--- src/csbia_pkg.sv ---
// constants and types shared by the core register bank
`default_nettype none
package csbia_pkg;
  // register indices; the bus byte address is four times the index
  localparam logic [3:0] IDX_PORT0 = 4'h0;
  localparam logic [3:0] IDX_PORT1 = 4'h1;
  localparam logic [3:0] IDX_PC_LOW = 4'h2;
  localparam logic [3:0] IDX_FLAGS = 4'h3;
  localparam logic [3:0] IDX_PTR0 = 4'h4;
  localparam logic [3:0] IDX_PTR0_HI = 4'h5;
  localparam logic [3:0] IDX_PTR1 = 4'h6;
  localparam logic [3:0] IDX_PTR1_HI = 4'h7;
  localparam logic [3:0] IDX_BANK = 4'h8;
  localparam logic [3:0] IDX_WACC = 4'h9;
  localparam logic [3:0] IDX_PC_HIGH = 4'ha;
  // flag bit positions
  localparam int FLG_EXPIRY = 4;
  localparam int FLG_SLEEP = 3;
  localparam int FLG_NULL = 2;
  localparam int FLG_NIBBLE = 1;
  localparam int FLG_CARRY = 0;
  // reset values and writable masks
  localparam logic [7:0] FLAGS_POR = 8'h18;
  localparam logic [7:0] FLAGS_WMASK = 8'h07;
  localparam logic [7:0] BANK_MASK = 8'h3f;
  localparam logic [7:0] PC_HIGH_MASK = 8'h7f;
  // pointer values that name the indirect ports themselves
  localparam logic [15:0] PORT0_ADDR = 16'h0000;
  localparam logic [15:0] PORT1_ADDR = 16'h0001;
  localparam int PROG_BIT = 15;
  // power-up delay
  localparam int unsigned PUD_MS = 64;
  localparam int unsigned CLK_MHZ = 100;
  localparam int unsigned PUD_CYC = PUD_MS * CLK_MHZ * 1000;
  // bus responses
  localparam logic [1:0] RESP_OKAY = 2'h0;
  localparam logic [1:0] RESP_SLVERR = 2'h2;
  typedef enum logic [2:0] {
    OP_NONE = 3'h0,
    OP_ADD = 3'h1,
    OP_SUB = 3'h2,
    OP_RL = 3'h3,
    OP_RR = 3'h4,
    OP_LOGIC = 3'h5
  } csbia_op_t;
  typedef enum logic [5:0] {
    ST_IDLE = 6'h01,
    ST_WACC = 6'h02,
    ST_RACC = 6'h04,
    ST_MEM = 6'h08,
    ST_BRESP = 6'h10,
    ST_RRESP = 6'h20
  } csbia_st_t;
endpackage
`default_nettype wire

--- src/csbia_bank.sv ---
// core register bank with indirect ports, flags and reset control
//
// Register access over AXI4-Lite was chosen for this implementation.
`default_nettype none
// Overview of operation
// - port 0 accesses act on the location held in pointer 0.
// - port 1 accesses act on the location held in pointer 1.
// - program counter low byte is directly readable and writable.
// - expiry flag set by power-up, kick or sleep; cleared by watchdog timeout.
// - sleep flag set by power-up or kick; cleared by sleep.
// - null flag is 1 exactly when an add, subtract or logic result is zero; rotates leave it.
// - nibble carry is the carry out of bit 3 on add and subtract.
// - carry flag is the carry out of bit 7 on add and subtract.
// - subtract adds the two's complement, so carry means no borrow.
// - rotates load carry from the bit shifted out of the source.
// - power-on or brown-out clears null, nibble and carry flags.
// - power-on or brown-out sets expiry and sleep flags; others by cause.
// - pointer 0 is 16 bits, resets to zero, bytes separately addressable.
// - pointer 1 is 16 bits, resets to zero, bytes separately addressable.
// - bank select holds six bits giving the direct address top bits.
// - high latch holds seven bits, reset zero, moved into the counter.
// - every listed cause, including programming exit, resets the device.
// - leaving programming mode acts exactly like a power-on reset.
// - optional power-up delay lengthens reset after power-on or brown-out.
// - pointer naming a port: indirect read gives zero, write is dropped.
// - pointer top bit set reads program memory low byte, no writes.
module csbia_bank #(
  parameter int unsigned PUD_CYCLES = csbia_pkg::PUD_CYC
) (
  // clock and reset
  input wire logic aclk,
  input wire logic aresetn,
  // axi4-lite slave
  input wire logic [31:0] awaddr,
  input wire logic [2:0] awprot,
  input wire logic awvalid,
  output logic awready,
  input wire logic [31:0] wdata,
  input wire logic [3:0] wstrb,
  input wire logic wvalid,
  output logic wready,
  output logic [1:0] bresp,
  output logic bvalid,
  input wire logic bready,
  input wire logic [31:0] araddr,
  input wire logic [2:0] arprot,
  input wire logic arvalid,
  output logic arready,
  output logic [31:0] rdata,
  output logic [1:0] rresp,
  output logic rvalid,
  input wire logic rready,
  // arithmetic events from the execution core
  input wire csbia_pkg::csbia_op_t alu_op,
  input wire logic [7:0] alu_a,
  input wire logic [7:0] alu_b,
  // power and reset events
  input wire logic watchdog_kick_op,
  input wire logic sleep_op,
  input wire logic watchdog_timeout,
  input wire logic watchdog_reset,
  input wire logic reset_op,
  input wire logic stack_overflow,
  input wire logic stack_underflow,
  input wire logic prog_mode_exit,
  input wire logic brownout_reset,
  input wire logic external_clear_pin_n,
  input wire logic power_up_delay_en,
  output logic core_reset,
  // program counter
  input wire logic pc_load_valid,
  input wire logic [14:0] pc_load_value,
  output logic pc_jump,
  output logic [14:0] pc_jump_value,
  // register values towards the core
  output logic [7:0] flags_out,
  output logic [5:0] bank_addr_high,
  output logic [7:0] working_acc_out,
  // memory behind the indirect ports
  output logic mem_req,
  output logic mem_prog,
  output logic mem_we,
  output logic [15:0] mem_addr,
  output logic [7:0] mem_wdata,
  input wire logic mem_ack,
  input wire logic [15:0] mem_rdata
);
  import csbia_pkg::*;

  typedef struct packed {
    csbia_st_t st;
    logic awready;
    logic wready;
    logic arready;
    logic bvalid;
    logic rvalid;
    logic [1:0] bresp;
    logic [1:0] rresp;
    logic [31:0] rdata;
    logic mreq;
    logic mprog;
    logic mwe;
    logic [15:0] maddr;
    logic [7:0] mwdata;
    logic [7:0] pc_low;
    logic [7:0] flags;
    logic [15:0] ptr0;
    logic [15:0] ptr1;
    logic [7:0] bank;
    logic [7:0] wacc;
    logic [7:0] pc_high;
    logic jump;
    logic [14:0] jump_val;
    logic clr_s1;
    logic clr_s2;
    logic dly_run;
    logic [22:0] dly_cnt;
    logic core_rst;
  } csbia_state_t;

  localparam csbia_state_t S_RST = '{st: ST_IDLE, flags: FLAGS_POR,
    clr_s1: 1'b1, clr_s2: 1'b1, dly_run: 1'b1, core_rst: 1'b1,
    default: '0};
  localparam logic [22:0] DLY_LAST = 23'(PUD_CYCLES - 1);

  csbia_state_t s_reg;
  csbia_state_t s_next;
  logic por_ev;
  logic rst_ev;
  logic aw_ok;
  logic ar_ok;
  logic [3:0] aw_idx;
  logic [3:0] ar_idx;
  logic [15:0] wptr;
  logic [15:0] rptr;
  logic [7:0] opb;
  logic cin;
  logic [8:0] sum9;
  logic [4:0] nib;

  always_comb begin
    s_next = s_reg;
    s_next.jump = 1'b0;
    s_next.clr_s1 = external_clear_pin_n;
    s_next.clr_s2 = s_reg.clr_s1;
    // programming exit joins the power-on class
    por_ev = brownout_reset | prog_mode_exit;
    rst_ev = por_ev | watchdog_reset | reset_op | stack_overflow |
      stack_underflow | !s_reg.clr_s2;
    aw_idx = awaddr[5:2];
    ar_idx = araddr[5:2];
    aw_ok = (awaddr[31:6] == 26'h0) && (awaddr[1:0] == 2'h0);
    ar_ok = (araddr[31:6] == 26'h0) && (araddr[1:0] == 2'h0);
    // each port follows its own pointer
    wptr = (aw_idx == IDX_PORT0) ? s_reg.ptr0 : s_reg.ptr1;
    rptr = (ar_idx == IDX_PORT0) ? s_reg.ptr0 : s_reg.ptr1;
    opb = (alu_op == OP_SUB) ? ~alu_b : alu_b;
    cin = (alu_op == OP_SUB);
    sum9 = {1'b0, alu_a} + {1'b0, opb} + {8'h0, cin};
    nib = {1'b0, alu_a[3:0]} + {1'b0, opb[3:0]} + {4'h0, cin};

    case (s_reg.st)
      ST_IDLE: begin
        // write wins when both directions arrive together
        if (awvalid && wvalid) begin
          s_next.awready = 1'b1;
          s_next.wready = 1'b1;
          s_next.st = ST_WACC;
        end else if (arvalid) begin
          s_next.arready = 1'b1;
          s_next.st = ST_RACC;
        end
      end
      ST_WACC: begin
        s_next.awready = 1'b0;
        s_next.wready = 1'b0;
        s_next.bvalid = 1'b1;
        s_next.bresp = RESP_OKAY;
        s_next.st = ST_BRESP;
        if (!aw_ok) begin
          s_next.bresp = RESP_SLVERR;
        end else begin
          case (aw_idx)
            IDX_PORT0, IDX_PORT1: begin
              // port-to-port and program writes are dropped
              if (wstrb[0] && wptr != PORT0_ADDR && wptr != PORT1_ADDR &&
                  !wptr[PROG_BIT]) begin
                s_next.mreq = 1'b1;
                s_next.mwe = 1'b1;
                s_next.mprog = 1'b0;
                s_next.maddr = wptr;
                s_next.mwdata = wdata[7:0];
                s_next.bvalid = 1'b0;
                s_next.st = ST_MEM;
              end
            end
            IDX_PC_LOW: begin
              // writing the low byte moves the latch in too
              if (wstrb[0]) begin
                s_next.pc_low = wdata[7:0];
                s_next.jump = 1'b1;
                s_next.jump_val = {s_reg.pc_high[6:0], wdata[7:0]};
              end
            end
            IDX_FLAGS: begin
              // only the three result flags take writes
              if (wstrb[0]) begin
                s_next.flags = (s_reg.flags & ~FLAGS_WMASK) |
                  (wdata[7:0] & FLAGS_WMASK);
              end
            end
            IDX_PTR0: begin
              // byte lanes reach the two halves
              if (wstrb[0]) s_next.ptr0[7:0] = wdata[7:0];
              if (wstrb[1]) s_next.ptr0[15:8] = wdata[15:8];
            end
            IDX_PTR0_HI: begin
              if (wstrb[0]) s_next.ptr0[15:8] = wdata[7:0];
            end
            IDX_PTR1: begin
              // byte lanes reach the two halves
              if (wstrb[0]) s_next.ptr1[7:0] = wdata[7:0];
              if (wstrb[1]) s_next.ptr1[15:8] = wdata[15:8];
            end
            IDX_PTR1_HI: begin
              if (wstrb[0]) s_next.ptr1[15:8] = wdata[7:0];
            end
            IDX_BANK: begin
              if (wstrb[0]) s_next.bank = wdata[7:0] & BANK_MASK;
            end
            IDX_WACC: begin
              if (wstrb[0]) s_next.wacc = wdata[7:0];
            end
            IDX_PC_HIGH: begin
              if (wstrb[0]) s_next.pc_high = wdata[7:0] & PC_HIGH_MASK;
            end
            default: s_next.bresp = RESP_SLVERR;
          endcase
        end
      end
      ST_RACC: begin
        s_next.arready = 1'b0;
        s_next.rvalid = 1'b1;
        s_next.rresp = RESP_OKAY;
        s_next.rdata = 32'h0;
        s_next.st = ST_RRESP;
        if (!ar_ok) begin
          s_next.rresp = RESP_SLVERR;
        end else begin
          case (ar_idx)
            IDX_PORT0, IDX_PORT1: begin
              // a port naming a port reads zero
              if (rptr != PORT0_ADDR && rptr != PORT1_ADDR) begin
                s_next.mreq = 1'b1;
                s_next.mwe = 1'b0;
                s_next.mprog = rptr[PROG_BIT];
                s_next.maddr = rptr[PROG_BIT] ?
                  {1'b0, rptr[14:0]} : rptr;
                s_next.rvalid = 1'b0;
                s_next.st = ST_MEM;
              end
            end
            IDX_PC_LOW: s_next.rdata = {24'h0, s_reg.pc_low};
            IDX_FLAGS: s_next.rdata = {24'h0, s_reg.flags};
            IDX_PTR0: s_next.rdata = {16'h0, s_reg.ptr0};
            IDX_PTR0_HI: s_next.rdata = {24'h0, s_reg.ptr0[15:8]};
            IDX_PTR1: s_next.rdata = {16'h0, s_reg.ptr1};
            IDX_PTR1_HI: s_next.rdata = {24'h0, s_reg.ptr1[15:8]};
            IDX_BANK: s_next.rdata = {24'h0, s_reg.bank};
            IDX_WACC: s_next.rdata = {24'h0, s_reg.wacc};
            IDX_PC_HIGH: s_next.rdata = {24'h0, s_reg.pc_high};
            default: s_next.rresp = RESP_SLVERR;
          endcase
        end
      end
      ST_MEM: begin
        if (mem_ack) begin
          s_next.mreq = 1'b0;
          if (s_reg.mwe) begin
            s_next.bvalid = 1'b1;
            s_next.st = ST_BRESP;
          end else begin
            // only the low byte of a program word is visible
            s_next.rdata = {24'h0, mem_rdata[7:0]};
            s_next.rvalid = 1'b1;
            s_next.st = ST_RRESP;
          end
        end
      end
      ST_BRESP: begin
        if (bready) begin
          s_next.bvalid = 1'b0;
          s_next.st = ST_IDLE;
        end
      end
      ST_RRESP: begin
        if (rready) begin
          s_next.rvalid = 1'b0;
          s_next.st = ST_IDLE;
        end
      end
      default: s_next.st = ST_IDLE;
    endcase

    // the core's own counter updates follow the low byte
    if (pc_load_valid) s_next.pc_low = pc_load_value[7:0];

    // core results override a software write in the same cycle
    case (alu_op)
      OP_ADD, OP_SUB: begin
        s_next.wacc = sum9[7:0];
        s_next.flags[FLG_NULL] = (sum9[7:0] == 8'h0);
        // nibble carry, inverted borrow on subtract
        s_next.flags[FLG_NIBBLE] = nib[4];
        // carry out of the top bit
        s_next.flags[FLG_CARRY] = sum9[8];
      end
      OP_RL: begin
        // carry takes the bit shifted out
        s_next.wacc = {alu_a[6:0], s_reg.flags[FLG_CARRY]};
        s_next.flags[FLG_CARRY] = alu_a[7];
      end
      OP_RR: begin
        s_next.wacc = {s_reg.flags[FLG_CARRY], alu_a[7:1]};
        s_next.flags[FLG_CARRY] = alu_a[0];
      end
      OP_LOGIC: begin
        // logic results only touch the null flag
        s_next.wacc = alu_a;
        s_next.flags[FLG_NULL] = (alu_a == 8'h0);
      end
      default: ;
    endcase

    // timeout placed last so it wins over a kick
    if (watchdog_kick_op) begin
      s_next.flags[FLG_EXPIRY] = 1'b1;
      s_next.flags[FLG_SLEEP] = 1'b1;
    end
    if (sleep_op) begin
      s_next.flags[FLG_EXPIRY] = 1'b1;
      s_next.flags[FLG_SLEEP] = 1'b0;
    end
    if (watchdog_timeout) s_next.flags[FLG_EXPIRY] = 1'b0;

    // reset actions; flags survive non power-on causes, except that a watchdog reset clears expiry
    if (rst_ev) begin
      s_next.pc_low = 8'h0;
      s_next.ptr0 = 16'h0;
      s_next.ptr1 = 16'h0;
      s_next.bank = 8'h0;
      s_next.wacc = 8'h0;
      s_next.pc_high = 8'h0;
      // a watchdog reset marks its cause
      if (watchdog_reset) s_next.flags[FLG_EXPIRY] = 1'b0;
      // power-on class restores the flag defaults
      if (por_ev) s_next.flags = FLAGS_POR;
    end

    // delay counts only while enabled, then releases reset
    if (s_reg.dly_run) begin
      if (!power_up_delay_en || s_reg.dly_cnt == DLY_LAST) begin
        s_next.dly_run = 1'b0;
      end else begin
        s_next.dly_cnt = s_reg.dly_cnt + 23'h1;
      end
    end
    if (por_ev) begin
      s_next.dly_run = 1'b1;
      s_next.dly_cnt = 23'h0;
    end
    s_next.core_rst = rst_ev | s_next.dly_run;
  end

  always_ff @(posedge aclk) begin
    if (!aresetn) begin
      s_reg <= S_RST;
    end else begin
      s_reg <= s_next;
    end
  end

  assign awready = s_reg.awready;
  assign wready = s_reg.wready;
  assign bresp = s_reg.bresp;
  assign bvalid = s_reg.bvalid;
  assign arready = s_reg.arready;
  assign rdata = s_reg.rdata;
  assign rresp = s_reg.rresp;
  assign rvalid = s_reg.rvalid;
  assign core_reset = s_reg.core_rst;
  assign pc_jump = s_reg.jump;
  assign pc_jump_value = s_reg.jump_val;
  assign flags_out = s_reg.flags;
  assign bank_addr_high = s_reg.bank[5:0];
  assign working_acc_out = s_reg.wacc;
  assign mem_req = s_reg.mreq;
  assign mem_prog = s_reg.mprog;
  assign mem_we = s_reg.mwe;
  assign mem_addr = s_reg.maddr;
  assign mem_wdata = s_reg.mwdata;
endmodule
`default_nettype wire

--- config.mk ---
export PLATFORM = sky130hd
export DESIGN_NAME = csbia_bank
export DESIGN_NICKNAME = d
export VERILOG_FILES = /design/src/csbia_pkg.sv /design/src/csbia_bank.sv
export SDC_FILE = /design/constraint.sdc
export NUM_CORES = 1
export LEC_CHECK = 0
export BUFFER_PORTS_ARGS = -buffer_cell sky130_fd_sc_hd__buf_2
export CORE_MARGIN = 1
export CORE_UTILIZATION = 40
export DETAILED_ROUTE_END_ITERATION = 12
export PLACE_DENSITY = 0.7
export SETUP_SLACK_MARGIN = 0.2
export SYNTH_ARGS = -nofsm -noshare
export SYNTH_HDL_FRONTEND = slang
export SYNTH_SLANG_ARGS = --single-unit
export TNS_END_PERCENT = 5
--- constraint.sdc ---
create_clock -name aclk -period 7.21 [get_ports aclk]
set_clock_uncertainty 0.2 [all_clocks]
set_input_delay 1.442 -clock aclk [delete_from_list [all_inputs] [get_ports aclk]]
set_output_delay 1.442 -clock aclk [all_outputs]
set_load 0.005 [all_outputs]
-- Word level (Yosys, flattened, before mapping)
Cells that the tools add are included.
- register bits: 186
- output and inout bits: 107
- word-level logic and storage cells: 248
- multiplexer cells: 84
- equal/unequal tests: 53
- add/subtract/negate cells: 5
- reductions and logical operators: 65
- bitwise operators: 11
- operators with widths (operator ; number):
    16-bit case mux with 9 select lines ; 1
    8-bit 2-to-1 mux ; 15
    115-bit 2-to-1 mux ; 1
    88-bit 2-to-1 mux ; 1
    6-bit 2-to-1 mux ; 12
    16-bit 2-to-1 mux ; 4
    64-bit 2-to-1 mux ; 1
    32-bit case mux with 2 select lines ; 1
    27-bit 2-to-1 mux ; 2
    26-bit zero test ; 2
    24-bit 2-to-1 mux ; 2
    4-bit AND reduction ; 12
    19-bit 2-to-1 mux ; 2
    18-bit case mux with 2 select lines ; 1
    6-bit case mux with 6 select lines ; 1
    35-bit 2-to-1 mux ; 1
    33-bit 2-to-1 mux ; 1
    4-bit by 3-bit == test with 1-bit output, second input constant ; 8
    32-bit 2-to-1 mux ; 1
    16-bit by 1-bit != test with 1-bit output, second input constant ; 2
    2-bit != test, second input constant ; 16
    8-bit case mux with 2 select lines ; 2
    8-bit case mux with 4 select lines ; 1
    16-bit nonzero test ; 2
    other kinds (48) ; 126

-- Longest topological paths before layout
Gate-level depths: netlist (run 1).
- depth in word-level cells: 16
- depth in mapped cells: 12

-- Worst setup path after synthesis (run 1)
OpenSTA, ideal clock, no wires.
- kind: input -> register
- start: input port alu_op[1]
- end: register s_reg, in the netlist flags_out[2]
- setup slack: 2.893 ns
- stages on the path: 12
- arrival: 4.042 ns
- data required time: 6.935 ns
- cells stage by stage: buf_2 -> inv_1 -> nor3_2 -> xor2_1 -> inv_1 -> fa_1 -> nand2b_1 -> a21oi_1 -> xor2_1 -> nand4b_1 -> or4b_1 -> o22ai_1
- longest elaborated chain between the ends: 8
- ends and longest elaborated chain (item ; line ; text):
    from (decl) ; csbia_bank.sv:54 ; input wire csbia_pkg::csbia_op_t alu_op,
    3-bit by 2-bit == test with 1-bit output ; csbia_bank.sv:157, csbia_bank.sv:158, csbia_bank.sv:309 ;
    8-bit 2-to-1 mux ; csbia_bank.sv:157 ; opb = (alu_op == OP_SUB) ? ~alu_b : alu_b;
    8-bit by 8-bit adder with 9-bit output ; csbia_bank.sv:159 ; sum9 = {1'b0, alu_a} + {1'b0, opb} + {8'h0, cin};
    9-bit by 1-bit adder with 9-bit output ; csbia_bank.sv:159 ;
    8-bit zero test ; csbia_bank.sv:312 ; s_next.flags[FLG_NULL] = (sum9[7:0] == 8'h0);
    1-bit case mux with 2 select lines * ; csbia_bank.sv:309 ; case (alu_op)
    8-bit 2-to-1 mux ; csbia_bank.sv:357 ; if (por_ev) s_next.flags = FLAGS_POR;
    64-bit 2-to-1 mux * ; csbia_bank.sv:347 ; if (rst_ev) begin
    to (signal assigned) ; csbia_bank.sv:379 ; s_reg <= s_next;
    to (decl) ; csbia_bank.sv:126 ; csbia_state_t s_reg;
Mark *: on every way between the ends. The rest lies on a longest branch, timed or not.
A chain may end at the register's enable or synchronous reset.

-- Worst setup path in the final report (run 1)
- start: input port alu_op[1]
- end: register s_reg, in the netlist working_acc_out[7]
- longest elaborated chain between the ends: 5
- ends and longest elaborated chain (item ; line):
    3-bit by 2-bit == test with 1-bit output ; csbia_bank.sv:157, csbia_bank.sv:158, csbia_bank.sv:309
    8-bit 2-to-1 mux ; csbia_bank.sv:157
    8-bit by 8-bit adder with 9-bit output ; csbia_bank.sv:159
    9-bit by 1-bit adder with 9-bit output ; csbia_bank.sv:159
    8-bit case mux with 4 select lines ; csbia_bank.sv:309
Several ways; a longest one is shown, not always the timed one.

==> results of run 1 <==
-- worst reg2reg max path: cells and delay by family, from the launching register on --
kind,cells,cell delay (ns)
simple gates,5,2.93
flops,1,0.36
compound gates,1,0.07
-- layout make-up --
cell class / count / area, um^2
Sequential cell: 164 / 3280
Multi-Input combinational cell: 800 / 5100
Tap cell: 313 / 392
Clock inverter: 15 / 179
Inverter: 45 / 169
Timing Repair Buffer: 232 / 1190
Fill cell: 2262 / 12200
Clock buffer: 17 / 425
-- cells in the final DEF (no fill, tap or decap), types with 4 or more instances in the layout --
master / count
nor4_1: 30
nor2_1: 132
o211a_1: 15
ha_1: 8
o21ai_0: 33
buf_2: 222
a31oi_1: 8
and2_1: 8
dfxtp_1: 164
nand2_1: 99
a21oi_1: 67
conb_1: 21
a2111oi_0: 5
and3_1: 8
nand2b_1: 15
o221ai_1: 14
buf_4: 10
nor3_1: 18
nand3_1: 21
and4_1: 4
o22ai_1: 6
o21a_1: 5
a22oi_1: 11
nand4_1: 26
xor2_1: 28
a311oi_1: 7
o31ai_1: 4
nor2b_1: 19
mux2i_1: 63
clkbuf_16: 17
nor3b_1: 4
inv_6: 7
inv_1: 44
mux2_2: 12
a221oi_1: 6
a211oi_1: 21
xnor2_1: 7
a32oi_1: 8
-- how the worst min path moves through the flow --
stage                      end  slack, ns  cells past startpoint
finish              core_reset       0.20                      1
global route        core_reset       0.21                      1
CTS                 core_reset       0.20                      1
detailed placement  core_reset       0.19                      1
global placement    core_reset       0.19                      1
floorplan           core_reset       0.17                      1
-- power breakdown --
group	total, mW	internal [mW]	switching [mW]
combinational	0.213	0.0828	0.130
sequential	0.915	0.910	0.00451
clock	0.945	0.525	0.420
total	2.07	1.52	0.555
-- routing by layer --
metal,up-vias,track usage [%],wire length [um]
met5,-,0,0
li1,4234,-,-
met1,4158,32.0,13200
met3,52,4.83,2110
met2,391,37.2,13000
met4,0,9.34,828
-- kinds of logic (layout without fill, tap and decap cells) --
| logic type | after synthesis | count (layout) | synth area share (%) |
|---|---|---|---|
| AOI/OAI and AO/OA | 242 | 242 | 18.0 |
| xor gates and xnor gates | 35 | 35 | 3.24 |
| adders and majority gates | 9 | 9 | 1.27 |
| buffers and inverters | 211 | 309 | 12.5 |
| DFF | 164 | 164 | 34.7 |
| muxes | 75 | 75 | 8.09 |
| other | 1 | 21 | 0.0396 |
| and+or+nand+nor | 418 | 418 | 22.1 |
-- through the flow --
step	hold slack (ns)	cell area, um^2	std cells	worst slack, ns
6_report	0.198	10700	1586	2.67
5_1_grt	0.211	10700	1586	2.34
4_1_cts	0.201	10700	1586	2.73
3_5_place_dp	0.187	10100	1554	2.26
3_3_place_gp	0.185	10100	1554	2.31
2_1_floorplan	0.171	9540	1175	2.89
==> impl_metrics.env, run 1 <==
export IMPL_status="finished, final reports clean"
export IMPL_tightest_slew_ns=1.22
export IMPL_critPathBufInv=2
export IMPL_clock_fmax_mhz=220
export IMPL_synth_top_area_share_pct=34.7
export IMPL_seq_area_frac_synth_pct=34.7
export IMPL_fin_tns_setup_ns=0
export IMPL_area_growth_pct=13.5
export IMPL_syn_avg_cell_area_um2=8.19
export IMPL_cts_max_level=4
export IMPL_fp_dieW_um=156
export IMPL_synth_top_cells_by_area="dfxtp_1 35%, buf_4 7.9%, mux2i_1 6.7%, nor2_1 5.2%, nand2_1 3.9%"
export IMPL_finalSetupViolCount=0
export IMPL_cellLeakagePower_nw=4.49
export IMPL_hp_class="reg2reg"
export IMPL_clockRootBuffer="clkbuf_16"
export IMPL_largest_register_ffs=78
export IMPL_portBuffers=222
export IMPL_async_reset_ff_share_pct=0
export IMPL_finalPower_mw=2.07
export IMPL_crit_type="in2reg"
export IMPL_drv_cap=0
export IMPL_rows=55
export IMPL_cts_setup_buffers=0
export IMPL_cts_hold_buf=0
export IMPL_path_cells="buf_2 > inv_1 > nor3_2 > xor2_1 > ha_1 > a211oi_1 > a2111oi_0 > o41ai_1 > xnor2_1 > a21oi_1 > a2111oi_2"
export IMPL_cp_end_kind="flop"
export IMPL_grt_pass1_vias=8004
export IMPL_rrSetupSlack_ns=3.50
export IMPL_worstHoldStart="s_reg[25]"
export IMPL_synth_cells=1155
export IMPL_finalCritPeriodShare_pct=63.0
export IMPL_ys_flop_type="dfxtp_1"
export IMPL_start_kind="input port"
export IMPL_ys_types=76
export IMPL_crit_path_end="working_acc_out[7]"
export IMPL_track_usage_pct=23.8
export IMPL_insertedDiodeCount=0
export IMPL_grt_pass1_wl_um=44400
export IMPL_synth_seq_cells=164
export IMPL_syn_area_mm2=0.00946
export IMPL_synth_most_common_cell="dfxtp_1"
export IMPL_required_ns=7.36
export IMPL_hold_viol_final=0
export IMPL_maxSlewHeadroom_pct=18.4
export IMPL_via_per_inst=5.57
export IMPL_synth_edf_count=0
export IMPL_finalWorstPathRequiredPeriod_ns=4.54
export IMPL_clockBufferDepth=2
export IMPL_critPathMaxStageDelay_ns=0.66
export IMPL_cts_tree="done"
export IMPL_max_vdd_ir_drop_uv=162
export IMPL_firstDrtPassIters=5
export IMPL_power_density_mw_per_mm2=193
export IMPL_core_area_mm2=0.0229
export IMPL_wl_um=29200
export IMPL_worstPathMaxFanout=11
export IMPL_reg2reg_from="s_reg[188]"
export IMPL_ff2ff_path_depth=6
export IMPL_yosys_area_top_type="dfxtp_1"
export IMPL_place_congestion=0.918
export IMPL_antenna_left=0
export IMPL_cts_clk_slew_worst_paths_ns=0.07
export IMPL_layout_drive_gt1_share_pct=23.3
export IMPL_die_area_mm2=0.0243
export IMPL_synth_commonest_cells="164 x dfxtp_1, 132 x nor2_1, 100 x buf_4"
export IMPL_finalNetCount=1445
export IMPL_drtIter0Drc=932
export IMPL_critical_path_top_delay_family="compound AO/OA/AOI/OAI gates"
export IMPL_arrival_ns=4.69
export IMPL_cp_depth=11
export IMPL_antenna_found_initial=1
export IMPL_num_vias=8835
export IMPL_crit_slowest_cell="nor3_2"
export IMPL_finish_utilization_pct=46.9
export IMPL_r2r_end="s_reg[78]"
export IMPL_overflow=0
export IMPL_post_dp_hpwl_um=21700
export IMPL_critical_path_startpoint="alu_op[1]"
export IMPL_ys_warn_count=0
export IMPL_cts_num_sinks=164
export IMPL_final_max_slew_violation_count=0
export IMPL_die_y_um=156
export IMPL_drc=0
export IMPL_grt_start_max_net_pins=62
export IMPL_rsz0062_at_grt="no"
export IMPL_cts_made_buffers=17
export IMPL_ctsResizeCount=0
export IMPL_post_drt_wl_per_cell_um=18.4
export IMPL_io_pins=283
export IMPL_start_util_pct=41.3
export IMPL_clock_latency_ns=0.44
(Power assumes the default switching activity.)
==> run 2, diff against run 1 <==
- ABC_AREA: default -> 1
- PLACE_DENSITY: 0.7 -> 0.71
- clock period: 7.21 -> 3.6 ns (I/O delays scaled with it)
==> impl_metrics.env, run 2 <==
export IMPL_status="finished, final reports clean"
export IMPL_finalSetupViolCount=0
export IMPL_tightest_slew_ns=1.08
export IMPL_synth_top_area_share_pct=32.2
export IMPL_synth_top_cells_by_area="dfxtp_1 32%, nand2_1 13%, buf_4 7.7%, inv_1 6.4%, nor2_1 6.2%"
export IMPL_hp_class="reg2reg"
export IMPL_cts_setup_buffers=0
export IMPL_ys_types=47
export IMPL_clock_fmax_mhz=314
export IMPL_die_y_um=162
export IMPL_r2r_end="s_reg[92]"
export IMPL_seq_area_frac_synth_pct=32.2
export IMPL_finish_utilization_pct=45.8
export IMPL_synth_cells=1548
export IMPL_synth_seq_cells=164
export IMPL_via_per_inst=5.25
export IMPL_drc=0
export IMPL_arrival_ns=3.29
export IMPL_synth_edf_count=0
export IMPL_core_area_mm2=0.0251
export IMPL_io_pins=283
export IMPL_rsz0062_at_grt="no"
export IMPL_finalCritPeriodShare_pct=88.6
export IMPL_clockRootBuffer="clkbuf_16"
export IMPL_maxSlewHeadroom_pct=27.6
export IMPL_portBuffers=222
export IMPL_post_dp_hpwl_um=24900
export IMPL_crit_type="reg2reg"
export IMPL_cts_hold_buf=0
export IMPL_antenna_left=0
export IMPL_drtIter0Drc=923
export IMPL_hold_depth=2
export IMPL_area_growth_pct=12.9
export IMPL_firstDrtPassIters=8
export IMPL_final_max_slew_violation_count=0
export IMPL_track_usage_pct=24.7
export IMPL_max_vdd_ir_drop_uv=267
export IMPL_syn_avg_cell_area_um2=6.58
export IMPL_post_drt_wl_per_cell_um=16.2
export IMPL_cts_made_buffers=17
export IMPL_yosys_area_top_type="dfxtp_1"
export IMPL_clock_latency_ns=0.44
export IMPL_overflow=0
export IMPL_layout_commonest_cell="nand2_1"
export IMPL_synth_most_common_cell="nand2_1"
export IMPL_layout_drive_gt1_share_pct=17.7
export IMPL_ys_flop_type="dfxtp_1"
export IMPL_syn_area_mm2=0.0102
export IMPL_fin_tns_setup_ns=0
export IMPL_drv_cap=0
export IMPL_start_util_pct=40.6
export IMPL_place_congestion=0.926
export IMPL_antenna_found_initial=3
export IMPL_cts_num_sinks=164
export IMPL_ctsResizeCount=0
export IMPL_power_density_mw_per_mm2=374
export IMPL_start_kind="flop"
export IMPL_mostFrequentLayoutCells="362 x nand2_1, 222 x buf_2, 173 x inv_1, 169 x nor2_1, 164 x dfxtp_1"
export IMPL_finalWorstPathRequiredPeriod_ns=3.19
export IMPL_grt_pass1_vias=9424
export IMPL_worstPathMaxFanout=16
export IMPL_finalNetCount=1854
export IMPL_worstHoldStart="mem_addr[15]"
export IMPL_die_area_mm2=0.0261
export IMPL_clockBufferDepth=2
export IMPL_cts_tree="done"
export IMPL_cts_clk_slew_worst_paths_ns=0.07
export IMPL_synth_commonest_cells="362 x nand2_1, 173 x inv_1, 169 x nor2_1"
export IMPL_holdWs_ns=0.243
export IMPL_num_vias=10600
export IMPL_async_reset_ff_share_pct=0
export IMPL_required_ns=3.70
export IMPL_largest_register_ffs=78
export IMPL_reg2reg_from="s_reg[187]"
export IMPL_hold_end="mem_addr[15]"
export IMPL_cp_end_kind="flop"
export IMPL_cellLeakagePower_nw=5.11
export IMPL_grt_start_max_net_pins=52
export IMPL_rows=58
export IMPL_rrSetupSlack_ns=0.41
export IMPL_nFillCells=2695
export IMPL_cts_max_level=4
export IMPL_ff2ff_path_depth=8
export IMPL_ys_warn_count=0
export IMPL_grt_pass1_wl_um=50400
export IMPL_hold_viol_final=0
export IMPL_fp_dieW_um=162
export IMPL_wl_um=32700
run 2: cell count changes in the layout (fill, tap and decap cells not counted), sizes merged, moves of 15 or more:
cell    before  now
mux2i       63    0
nand2b      15    0
inv         55  185
o22ai        7   30
xor2        28   12
o211a       15    0
nor2b       19    0
nor4        31   10
nand3       21   76
o21ai       34   92
nor2       132  177
nand2       99  368
nand4       26   44
a21oi       67  109
run 2: cells by family after synthesis:
logic type,Yosys count,share of synthesized area [%]
muxes,1,0.111
xor gates and xnor gates,30,2.58
adders and majority gates,9,1.18
DFF,164,32.2
buffers and inverters,335,16.7
AOI/OAI and AO/OA,301,17.2
other,1,0.0368
and+or+nand+nor,707,29.9
run 2: final cells by class:
cell class              instances  area [um^2]  area share, %
clock buffers                  17          425           3.70
repair buffers                238         1230           10.7
clock inverters                15          189           1.64
flip-flops and latches        164         3280           28.6
well taps                     330          413           3.59
inverters                     179          672           5.84
diodes                          3         7.51         0.0653
multi-input cells            1069         5280           45.9
run 2: routing by layer:
layer	part of all wire [%]	global-route usage (%)	vias up
li1	-	-	5212
met4	2.5	9.48	0
met1	45	33.5	4872
met3	7.3	4.75	51
met5	0	0	-
met2	45	38.6	437
run 2: how the worst max path moves through the flow:
| stage | startpoint | endpoint | slack, ns |
|---|---|---|---|
| 6_report | s_reg[187] | s_reg[92] | 0.41 |
| 5_1_grt | s_reg[188] | s_reg[92] | 0.25 |
| 4_1_cts | s_reg[187] | s_reg[76] | 0.52 |
| 3_5_place_dp | araddr[5] | mem_prog | 0.42 |
| 3_3_place_gp | alu_op[1] | working_acc_out[4] | 0.48 |
| 2_1_floorplan | alu_op[1] | flags_out[2] | 0.90 |
run 2: metrics by stage:
step | total power [mW] | cells | cell area (um^2) | worst slack, ns
after CTS | 4.32 | 2012 | 11500 | 0.523
after global routing | 4.46 | 2015 | 11500 | 0.247
after global placement | 2.39 | 1980 | 10900 | 0.481
after detailed placement | 2.40 | 1980 | 10900 | 0.420
final | 4.30 | 2015 | 11500 | 0.411
after floorplan | 2.25 | 1568 | 10300 | 0.895
run 2: critical path, stage by stage (launching register included):
cell and delay [ns]:
dfxtp_1 0.31, inv_1 0.07, nand2_1 0.08, inv_1 0.09, nand4_1 0.60, nor2_1 0.66, nand2_1 0.48, a211oi_1 0.48
a211oi_1 0.08
run 2: power breakdown:
part	internal, mW	switching [mW]
clock	1.06	0.882
sequential	1.84	0.0163
combinational	0.182	0.319
